File: src/hw/monitor_periph_map.svh
// Address map, field positions and reset values of the monitor register bank
`ifndef MONITOR_PERIPH_MAP_SVH
`define MONITOR_PERIPH_MAP_SVH

// ==========================================================
// Register addresses in external data space
`define ADDR_PORT1_SEL       8'h82
`define ADDR_PORT2_SEL       8'h83
`define ADDR_PORT3_SEL       8'h84
`define ADDR_PARA_LOW        8'h85
`define ADDR_PARA_HIGH       8'h86
`define ADDR_HCOUNT_LOW      8'h87
`define ADDR_HCOUNT_HIGH     8'h88
`define ADDR_VCOUNT_LOW      8'h89
`define ADDR_VCOUNT_HIGH     8'h8A
`define ADDR_SOA_LOW         8'h8C
`define ADDR_SOA_CLEAR       8'h8E
`define ADDR_IRQ_MASK        8'h8F
`define ADDR_IRQ_FLAGS       8'h90
`define ADDR_IRQ_CLEAR       8'h91

// ==========================================================
// Field positions
`define IRQ_COUNT            6
`define IRQ_CLOCK_LINE_LOW   0
`define IRQ_CONVERSION_DONE  1
`define IRQ_DISPLAY_EMPTY    2
`define IRQ_SAFE_AREA        3
`define IRQ_VERTICAL_EVENT   4
`define IRQ_PARABOLA_TICK    5
`define P2_PWM_BITS          3
`define P2_CLAMP_BIT         3
`define P2_ADC_LSB           4
`define P3_HSYNC_BIT         3
`define P3_VSYNC_BIT         4
`define COUNT_WIDTH          12
`define PARA_WIDTH           13
`define PARA_HIGH_WIDTH      5
`define SOA_WIDTH            6
`define SYNC_ABSENT_BIT      6
`define SYNC_POLARITY_BIT    7
`define SOA_ABOVE_BIT        6
`define SOA_BELOW_BIT        7

// ==========================================================
// Reset values
`define RST_PIN_SELECT       8'h00
`define RST_PARA             13'h0000
`define RST_IRQ_MASK         6'h00
`define RST_IRQ_FLAGS        6'h00
`define RST_SOA_LOW          6'h00
`define RST_READ_DATA        8'h00

`endif

File: src/hw/monitor_periph_pkg.sv
// Types shared by the monitor register bank
package monitor_periph_pkg;
`include "monitor_periph_map.svh"

   typedef logic [`IRQ_COUNT-1:0] irq_vec_t;

   // Sync processor measurements, same clock domain
   typedef struct packed {
      logic [`COUNT_WIDTH-1:0] hcount;
      logic                    hsync_absent;
      logic                    hsync_input_polarity;
      logic [`COUNT_WIDTH-1:0] vcount;
      logic                    vsync_absent;
      logic                    vsync_input_polarity;
   } sync_status_s;

   // CPU external data access
   typedef struct packed {
      logic [7:0] addr;
      logic [7:0] wdata;
      logic       wr;
      logic       rd;
   } xdata_req_s;

   typedef struct packed {
      irq_vec_t flags;
      logic     irq;
   } flag_state_s;

   typedef struct packed {
      logic [7:0]              port1_pin_function_select;
      logic [7:0]              port2_pin_function_select;
      logic [1:0]              port3_pin_function_select;
      logic [`PARA_WIDTH-1:0]  parabola_period;
      irq_vec_t                irq_enable_mask;
      logic [`SOA_WIDTH-1:0]   safe_area_low_threshold;
      logic                    vsync_absent_seen;
      logic [7:0]              read_data;
      logic [7:0]              port1_pins;
      logic [7:0]              port2_pins;
      logic [3:0]              port2_analog;
      logic [7:0]              port3_pins;
   } bank_state_s;

endpackage : monitor_periph_pkg

File: src/hw/irq_flag_bank.sv
// Sticky interrupt flags with mask gating and write-one clear
`timescale 1ns/1ps
`include "monitor_periph_map.svh"

module irq_flag_bank (
   // Clock and reset
   input  wire logic                        ref_clk_in,
   input  wire logic                        rst_b_in,
   // Events, clears and mask
   input  wire monitor_periph_pkg::irq_vec_t set_in,
   input  wire monitor_periph_pkg::irq_vec_t clear_in,
   input  wire monitor_periph_pkg::irq_vec_t mask_in,
   // Flags and request
   output monitor_periph_pkg::irq_vec_t     flags_out,
   output logic                              irq_out
);
   import monitor_periph_pkg::*;

   flag_state_s state;
   flag_state_s next_state;

   // ==========================================================
   // Next state
   always_comb begin
      next_state = state;
      // Set wins over a clear in the same cycle
      next_state.flags = (state.flags & ~clear_in) | set_in;
      next_state.irq   = |(next_state.flags & mask_in);
   end

   // ==========================================================
   // Registers
   always_ff @(posedge ref_clk_in or negedge rst_b_in) begin
      if (!rst_b_in) begin
         state.flags <= `RST_IRQ_FLAGS;
         state.irq   <= 1'b0;
      end else begin
         state <= next_state;
      end
   end

   assign flags_out = state.flags;
   assign irq_out   = state.irq;

endmodule : irq_flag_bank

File: src/hw/monitor_periph_status_regs.sv
// Monitor peripheral register bank: pin selects, sync counts, interrupts
`timescale 1ns/1ps
`include "monitor_periph_map.svh"

module monitor_periph_status_regs (
   // Clock and reset
   input  wire logic                             ref_clk_in,
   input  wire logic                             rst_b_in,
   // CPU external data access
   input  wire monitor_periph_pkg::xdata_req_s   xdata_req_in,
   output logic [7:0]                            xdata_rdata_out,
   output logic                                  irq_out,
   // Sync processor status and events
   input  wire monitor_periph_pkg::sync_status_s sync_status_in,
   input  wire logic                             vsync_pulse_in,
   input  wire logic [`SOA_WIDTH-1:0]            soa_high_threshold_in,
   input  wire logic                             clock_line_low_in,
   input  wire logic                             conversion_done_in,
   input  wire logic                             display_empty_in,
   input  wire logic                             safe_area_event_in,
   input  wire logic                             parabola_tick_in,
   // Pin sources
   input  wire logic [7:0]                       port1_data_in,
   input  wire logic [7:0]                       port2_data_in,
   input  wire logic [7:0]                       port3_data_in,
   input  wire logic [10:0]                      pwm_in,
   input  wire logic                             hclamp_in,
   input  wire logic                             horizontal_sync_out_in,
   input  wire logic                             vertical_sync_out_in,
   // Pin drives and settings
   output logic [7:0]                            port1_pin_out,
   output logic [7:0]                            port2_pin_out,
   output logic [3:0]                            port2_analog_out,
   output logic [7:0]                            port3_pin_out,
   output logic [`PARA_WIDTH-1:0]                parabola_period_out,
   output logic [`SOA_WIDTH-1:0]                 soa_low_threshold_out
);
   import monitor_periph_pkg::*;

   bank_state_s state;
   bank_state_s next_state;
   irq_vec_t    irq_set;
   irq_vec_t    irq_clear;
   irq_vec_t    irq_flags;
   logic        irq_req;
   logic        above_low_threshold;
   logic        below_high_threshold;
   logic        vsync_absent_rise;
   logic [7:0]  read_value;

   // ==========================================================
   // Address decode
   function automatic logic hit(input xdata_req_s req,
                                input logic [7:0] addr);
      hit = req.addr == addr;
   endfunction : hit

   function automatic logic wr_hit(input xdata_req_s req,
                                   input logic [7:0] addr);
      wr_hit = req.wr && hit(req, addr);
   endfunction : wr_hit

   // ==========================================================
   // Safe-area comparisons on the upper count bits
   assign above_low_threshold =
      sync_status_in.hcount[`COUNT_WIDTH-1 -: `SOA_WIDTH]
      > state.safe_area_low_threshold;
   assign below_high_threshold =
      sync_status_in.hcount[`COUNT_WIDTH-1 -: `SOA_WIDTH]
      < soa_high_threshold_in;

   // ==========================================================
   // Interrupt events and clears
   assign vsync_absent_rise = sync_status_in.vsync_absent &&
                              !state.vsync_absent_seen;

   always_comb begin
      irq_set = '0;
      irq_set[`IRQ_CLOCK_LINE_LOW]  = clock_line_low_in;
      irq_set[`IRQ_CONVERSION_DONE] = conversion_done_in;
      irq_set[`IRQ_DISPLAY_EMPTY]   = display_empty_in;
      irq_set[`IRQ_SAFE_AREA]       = safe_area_event_in;
      irq_set[`IRQ_VERTICAL_EVENT]  = vsync_pulse_in ||
                                      vsync_absent_rise;
      irq_set[`IRQ_PARABOLA_TICK]   = parabola_tick_in;
   end

   always_comb begin
      irq_clear = '0;
      if (wr_hit(xdata_req_in, `ADDR_IRQ_CLEAR)) begin
         irq_clear = xdata_req_in.wdata[`IRQ_COUNT-1:0];
      end
      if (wr_hit(xdata_req_in, `ADDR_SOA_CLEAR)) begin
         irq_clear[`IRQ_SAFE_AREA] = 1'b1;
      end
   end

   irq_flag_bank u_flags (
      .ref_clk_in (ref_clk_in),
      .rst_b_in   (rst_b_in),
      .set_in     (irq_set),
      .clear_in   (irq_clear),
      .mask_in    (state.irq_enable_mask),
      .flags_out  (irq_flags),
      .irq_out    (irq_req)
   );

   // ==========================================================
   // Read multiplexer
   always_comb begin
      read_value = 8'h00;
      case (xdata_req_in.addr)
         `ADDR_HCOUNT_LOW: begin
            read_value = sync_status_in.hcount[7:0];
         end
         `ADDR_HCOUNT_HIGH: begin
            read_value[3:0] = sync_status_in.hcount[11:8];
            read_value[`SYNC_ABSENT_BIT] =
               sync_status_in.hsync_absent;
            read_value[`SYNC_POLARITY_BIT] =
               sync_status_in.hsync_input_polarity;
         end
         `ADDR_VCOUNT_LOW: begin
            read_value = sync_status_in.vcount[7:0];
         end
         `ADDR_VCOUNT_HIGH: begin
            read_value[3:0] = sync_status_in.vcount[11:8];
            read_value[`SYNC_ABSENT_BIT] =
               sync_status_in.vsync_absent;
            read_value[`SYNC_POLARITY_BIT] =
               sync_status_in.vsync_input_polarity;
         end
         `ADDR_IRQ_FLAGS: begin
            read_value[`IRQ_COUNT-1:0] = irq_flags;
         end
         `ADDR_IRQ_MASK: begin
            read_value[`IRQ_COUNT-1:0] =
               state.irq_enable_mask;
         end
         `ADDR_PARA_LOW: begin
            read_value = state.parabola_period[7:0];
         end
         `ADDR_PARA_HIGH: begin
            read_value[`PARA_HIGH_WIDTH-1:0] =
               state.parabola_period[`PARA_WIDTH-1:8];
         end
         `ADDR_SOA_LOW: begin
            read_value[`SOA_WIDTH-1:0] =
               state.safe_area_low_threshold;
            read_value[`SOA_ABOVE_BIT] = above_low_threshold;
            read_value[`SOA_BELOW_BIT] = below_high_threshold;
         end
         // Pin selects and clear addresses read as zero
         default: begin
            read_value = 8'h00;
         end
      endcase
   end

   // ==========================================================
   // Next state
   always_comb begin
      next_state = state;
      next_state.vsync_absent_seen =
         sync_status_in.vsync_absent;
      if (xdata_req_in.rd) begin
         next_state.read_data = read_value;
      end
      if (wr_hit(xdata_req_in, `ADDR_PORT1_SEL)) begin
         next_state.port1_pin_function_select =
            xdata_req_in.wdata;
      end
      if (wr_hit(xdata_req_in, `ADDR_PORT2_SEL)) begin
         next_state.port2_pin_function_select =
            xdata_req_in.wdata;
      end
      if (wr_hit(xdata_req_in, `ADDR_PORT3_SEL)) begin
         next_state.port3_pin_function_select =
            {xdata_req_in.wdata[`P3_VSYNC_BIT],
             xdata_req_in.wdata[`P3_HSYNC_BIT]};
      end
      if (wr_hit(xdata_req_in, `ADDR_PARA_LOW)) begin
         next_state.parabola_period[7:0] =
            xdata_req_in.wdata;
      end
      if (wr_hit(xdata_req_in, `ADDR_PARA_HIGH)) begin
         next_state.parabola_period[`PARA_WIDTH-1:8] =
            xdata_req_in.wdata[`PARA_HIGH_WIDTH-1:0];
      end
      if (wr_hit(xdata_req_in, `ADDR_IRQ_MASK)) begin
         next_state.irq_enable_mask =
            xdata_req_in.wdata[`IRQ_COUNT-1:0];
      end
      if (wr_hit(xdata_req_in, `ADDR_SOA_LOW)) begin
         next_state.safe_area_low_threshold =
            xdata_req_in.wdata[`SOA_WIDTH-1:0];
      end

      // Port 1 pin routing
      for (int i = 0; i < 8; i++) begin
         next_state.port1_pins[i] =
            state.port1_pin_function_select[i] ?
            pwm_in[i] : port1_data_in[i];
      end

      // Port 2 pin routing
      next_state.port2_pins = port2_data_in;
      for (int i = 0; i < `P2_PWM_BITS; i++) begin
         if (state.port2_pin_function_select[i]) begin
            next_state.port2_pins[i] = pwm_in[8 + i];
         end
      end
      if (state.port2_pin_function_select[`P2_CLAMP_BIT]) begin
         next_state.port2_pins[`P2_CLAMP_BIT] = hclamp_in;
      end
      next_state.port2_analog =
         state.port2_pin_function_select[7:`P2_ADC_LSB];
      for (int i = 0; i < 4; i++) begin
         if (state.port2_pin_function_select[`P2_ADC_LSB + i]) begin
            next_state.port2_pins[`P2_ADC_LSB + i] = 1'b1;
         end
      end

      // Port 3 pin routing
      next_state.port3_pins = port3_data_in;
      if (state.port3_pin_function_select[0]) begin
         next_state.port3_pins[`P3_HSYNC_BIT] =
            horizontal_sync_out_in;
      end
      if (state.port3_pin_function_select[1]) begin
         next_state.port3_pins[`P3_VSYNC_BIT] =
            vertical_sync_out_in;
      end
   end

   // ==========================================================
   // Registers
   always_ff @(posedge ref_clk_in or negedge rst_b_in) begin
      if (!rst_b_in) begin
         state.port1_pin_function_select <= `RST_PIN_SELECT;
         state.port2_pin_function_select <= `RST_PIN_SELECT;
         state.port3_pin_function_select <= 2'h0;
         state.parabola_period           <= `RST_PARA;
         state.irq_enable_mask           <= `RST_IRQ_MASK;
         state.safe_area_low_threshold   <= `RST_SOA_LOW;
         state.vsync_absent_seen         <= 1'b0;
         state.read_data                 <= `RST_READ_DATA;
         state.port1_pins                <= 8'h00;
         state.port2_pins                <= 8'h00;
         state.port2_analog              <= 4'h0;
         state.port3_pins                <= 8'h00;
      end else begin
         state <= next_state;
      end
   end

   // ==========================================================
   // Outputs
   assign xdata_rdata_out       = state.read_data;
   assign irq_out               = irq_req;
   assign port1_pin_out         = state.port1_pins;
   assign port2_pin_out         = state.port2_pins;
   assign port2_analog_out      = state.port2_analog;
   assign port3_pin_out         = state.port3_pins;
   assign parabola_period_out   = state.parabola_period;
   assign soa_low_threshold_out = state.safe_area_low_threshold;

endmodule : monitor_periph_status_regs

File: config.mk
export PLATFORM = sky130hd
export DESIGN_NAME = monitor_periph_status_regs
export DESIGN_NICKNAME = d
export VERILOG_FILES = /design/src/hw/monitor_periph_pkg.sv /design/src/hw/irq_flag_bank.sv /design/src/hw/monitor_periph_status_regs.sv
export VERILOG_INCLUDE_DIRS = /design/src /design/src/hw
export SDC_FILE = /design/constraint.sdc
export NUM_CORES = 1
export LEC_CHECK = 0
export BUFFER_PORTS_ARGS = -buffer_cell sky130_fd_sc_hd__buf_2
export CORE_AREA = 5 5 122 95
export DETAILED_ROUTE_END_ITERATION = 7
export DIE_AREA = 0 0 127 100
export GPL_ROUTABILITY_DRIVEN = 0
export PLACE_DENSITY = 0.76
export SYNTH_ARGS = -nofsm -noshare
export SYNTH_HDL_FRONTEND = slang
export SYNTH_HIERARCHICAL = 1
export SYNTH_SLANG_ARGS = --single-unit
File: constraint.sdc
create_clock -name ref_clk_in -period 1.5 [get_ports ref_clk_in]
set_clock_uncertainty 0.15 [all_clocks]
set_input_delay 0.3 -clock ref_clk_in [delete_from_list [all_inputs] [get_ports ref_clk_in]]
set_output_delay 0.3 -clock ref_clk_in [all_outputs]
set_load 0.02 [all_outputs]
# Word-level counts from Yosys, hierarchy flattened
# Index checks and enable logic that the tools add are counted.
# word_totals
reg_bits	87
latch_bits	0
mem_bits_rw	0
mem_bits_ro	0
in_bits	98
output_inout_bits	56
elab_cells	72
n_memories	0
# classes
addsub	0
mul	0
n_div	0
n_lt_le_gt_ge	2
eq_ne	14
shift	0
mux	24
bitwise_logic	4
reduce_logical	13
# ops
cell	count
8-bit == test, second input constant	14
4-bit one-hot mux with 9 select lines	1
1-bit two-way mux	19
6-bit AND	2
2-bit one-hot mux with 6 select lines	1
1-bit logical AND	10
1-bit one-hot mux with 7 select lines	1
6-bit > comparator	1
6-bit < comparator	1
6-bit two-way mux	1
6-bit NOT	1
6-bit bitwise OR	1
1-bit one-hot mux with 6 select lines	1
6-bit OR reduction	1
1-bit zero test	1
1-bit logical OR	1

# Depth between registers and ports, before layout
# logic_depth
ltp_word	9
depth_mapped	10
depth_no_buf	9

# By module
# Netlist, hierarchy kept.
# modules_own_cells
mod	n_inst	cells_per_inst	area_each_um2	seq_area_each_um2
monitor_periph_status_regs	1	392	4357.9	2001.9
irq_flag_bank	1	23	270.3	175.2

# Worst setup path before layout
# Ideal clock, no wire load.
# synth_path
path_kind	input -> register
start	input port xdata_req_in[15] (netlist name)
end	register state (netlist bit next_state[10])
setup_time_ps	125
arrival_time_ps	1763
t_required_ps	1225
slack_ps	-538
path_stages	4
path_buffers	1
path_cell_list	or4b_1 > buf_6 > nor4_4 > mux2_2
# synth_between
elab_chain_len	2
# synth_rtl
element	line	source
start: declaration	monitor_periph_status_regs.sv:10	input wire monitor_periph_pkg::xdata_req_s xdata_req_in,
8-bit == test	monitor_periph_status_regs.sv:55	hit = req.addr == addr;
1-bit logical AND	monitor_periph_status_regs.sv:60	wr_hit = req.wr && hit(req, addr);
end signal: assignment	monitor_periph_status_regs.sv:253	state <= next_state;
end: declaration	monitor_periph_status_regs.sv:40	bank_state_s state;
# Every way passes these cells.
# A chain may end at the register's enable or synchronous reset.

# Worst setup path in the final report
# layout_path
start	input port xdata_req_in[16] (netlist name)
end	register state (netlist bit xdata_rdata_out[2])
# layout_between
elab_chain_len	2
word_cells_on_any_way	10
classes_between	9 x eq/ne; 1 x mux
# layout_rtl
element	line	source
8-bit == test	monitor_periph_status_regs.sv:112	case (xdata_req_in.addr)
4-bit one-hot mux with 9 select lines (*)	monitor_periph_status_regs.sv:112	
# Mark *: on every way between the ends. The rest lies on a longest branch, timed or not.

==> flow_summary_export.csv <==
group,metric,value,unit
grt,grt_max_degree,88,
power_and_ir_drop,powerDensity,878,mW/mm^2
synth,synth.area.top_cells,"dfrtp_1 (47%), mux2_2 (15%), buf_4 (9.1%)",
synth,synth_cell_types,51,
floorplan,rows,32,
detailed_routing,dr_total_vias,3995,
worst_setup_path,cp.required,1610,ps
synth,ys_ff_latch,87,
synth,yosysMostFrequentCell,"dfrtp_1",
synth,async_reset_ff_share,100,%
cells_and_area,final_core_util,63.8,%
min_path,min_from,"clock_line_low_in",
synth,synth-main-ff-cell,"dfrtp_1",
cells_and_area,syn2layout_area_growth,40.3,%
worst_setup_path,endpoint_kind,"register",
worst_setup_path,cp-start-kind,"input port",
synth,yosys.area.top_type,"dfrtp_1",
floorplan,start_util,45.5,%
floorplan,dieArea,0.0127,sq mm
timing,worst_slack,-210,ps
cells_and_area,fillers,806,
floorplan,io_pins,154,
cells_and_area,antenna_cells,0,
placement,port_buffers,153,
cells_and_area,fin_area,0.00649,sq mm
status,violations,"negative setup slack",
clock_network,cts_sinks,87,
timing,fmax,585,MHz
grt,grt_pass1_vias,4180,
clock_network,cts_buffers,9,
detailed_routing,totalWireLength,14900,microns
clock_network,clkTransAtPathRegs,60,ps
synth,synthesis.area,0.00463,sq mm
timing,setup_tns,-5520,ps
clock_network,clock_latency,340,ps
timing,slew_violations,0,
floorplan,coreArea,0.0102,sq mm
worst_setup_path,cp_max_fo,6,
synth,ys_warn_count,6,
status,outcome,"finished, violations left",
job,maxCapViolCount,0,
clock_network,h-tree-depth,3,
synth,synth_edf_count,0,
timing,hold_ws,27.7,ps
floorplan,die_w,127,microns
power_and_ir_drop,leakagePower,3.17,nW
detailed_routing,viasPerCell,5.44,
worst_setup_path,r2r_start,"soa_low_threshold_out[3]$_DFFE_PN0P_",
grt,antenna_found_initial,1,
floorplan,chipHeight,100,microns
synth,synthesis.nets,524,
synth,syn_avg_cell_area,11.2,sq um
detailed_routing,drtIter0Drc,329,
timing,setup_violations,52,
grt,grt.overflow.total,0,
worst_setup_path,crit_arrival,1820,ps
timing,tightest_slew,475,ps
grt,grt_pass1_wl,22900,microns
synth,ys_seq_area_share,47.0,%
timing,finalCriticalPeriod,1710,ps
detailed_routing,wl_per_cell,20.3,microns
placement,dp_hpwl,11100,microns
cells_and_area,drive_above_1_share,58.1,%
clock_network,root_buffer,"clkbuf_16",
placement,post_dp_cell_area,0.00568,sq mm
clock_network,clk_path_buf_depth,2,
worst_setup_path,cp-startpoint,"xdata_req_in[16]",
timing,rsz0062_at_grt,"true",
detailed_routing,ant_nets,0,
synth,netlist.area_leader.share,47.0,%
detailed_routing,post-route-drc-count,0,
grt,grt_usage,23.4,%
cells_and_area,nets,704,
worst_setup_path,critPathKind,"in -> reg",
synth,synth_cells,415,
timing,relSlewSlack,68.3,%
timing,finalHoldViolCount,0,
clock_network,tritoncts,"done",
detailed_routing,drt_first_pass_iters,5,
power_and_ir_drop,ir_drop,687,uV
timing,fin_crit_sh,114,%
synth,synth_commonest_cells,"dfrtp_1 (87), mux2_2 (63), buf_4 (56)",
min_path,hp-class,"in -> reg",
path summary, 6_finish.rpt:
kind | to | slack (ps) | depth (start not counted)
min reg2reg | port2_analog_out[1]$_DFF_PN0_ | 250 | 0
min in group asynchronous | port2_analog_out[2]$_DFF_PN0_ | 380 | 3
max reg2reg | xdata_rdata_out[6]$_DFFE_PN0P_ | -160 | 7
max | xdata_rdata_out[2]$_DFFE_PN0P_ | -210 | 7
min | u_flags/flags_out[0]$_DFF_PN0_ | 30 | 2
max in group asynchronous | state[62]$_DFFE_PN0P_ | 450 | 3
state kept, by name, indices dropped and copies added, names as in the netlist:
name / cells
next_state: 4
parabola_period_out: 13
port1_pin_out: 8
port2_analog_out: 4
port2_pin_out: 8
port3_pin_out: 8
soa_low_threshold_out: 6
state: 21
u_flags/flags_out: 6
u_flags/irq_out: 1
xdata_rdata_out: 8
per-layer routing:
metal  global-route usage (%)  share of wire [%]  up-vias
met3                     8.72                 10       28
met5                        0              0.060        -
met2                     36.5                 45      224
met4                     7.25                2.2        2
met1                     30.6                 42     1960
li1                         -                  -     1781
power by group:
part	switching, mW	leakage, nW	internal, mW
clock network	0.876	0.145	1.37
registers	0.0619	1.12	2.45
logic	0.489	1.92	0.453
stage by stage:
| step | power [mW] | setup slack (ps) | cells |
|---|---|---|---|
| 2_1_floorplan | 2.99 | -448 | 415 |
| 3_3_place_gp | 3.35 | -535 | 702 |
| 3_5_place_dp | 3.38 | -610 | 702 |
| 4_1_cts | 5.70 | -155 | 732 |
| 5_1_grt | 5.92 | -249 | 735 |
| 6_report | 5.70 | -210 | 735 |
what timing repair did:
item,CTS,global route
setup endpoints to repair,50,57
hold buffers,12,0
cloned,1,0
buffers inserted,2,3
resized for setup,53,40
endpoints found under the hold margin,98,0
pin swaps,27,15
cell usage in the layout (no fill, tap or decap), drive strengths merged, types with 3 or more instances in the layout:
cell type,instances
a32oi,8
nor2b,6
and3,5
nor3,4
a31oi,6
inv,21
mux2,64
clkbuf,12
a21o,9
nand2,24
and2,7
dlygate4sd3,12
buf,226
nor2,12
ha,11
nand3,6
dfrtp,87
nand4,3
or2,4
a22oi,11
mux2i,3
o21ai,15
nor4,3
a21oi,10
worst max-delay path, cell delays in order:
cell,delay [ps]
buf_8,100
or4b_4,630
buf_4,190
nor2_4,120
a32oi_1,120
o22a_1,220
a22oi_1,130
final cells by class:
type	count	area, sq um	share of cell area [%]
clock buffer	12	256	3.95
clock inverter	3	42.5	0.655
inverter	21	78.8	1.21
multi-input combinational	238	2230	34.3
sequential	87	2180	33.5
tap	136	170	2.62
timing repair buffer	238	1540	23.7
kinds of logic after synthesis:
group / count (synthesis) / share of synthesized area, %
buf+inv: 90 / 12.1
flops: 87 / 47.0
compound gates: 73 / 10.7
fa+ha+maj: 11 / 2.97
simple gates: 87 / 11.0
mux: 67 / 16.2
No activity file was read; power rests on OpenSTA's default activity.
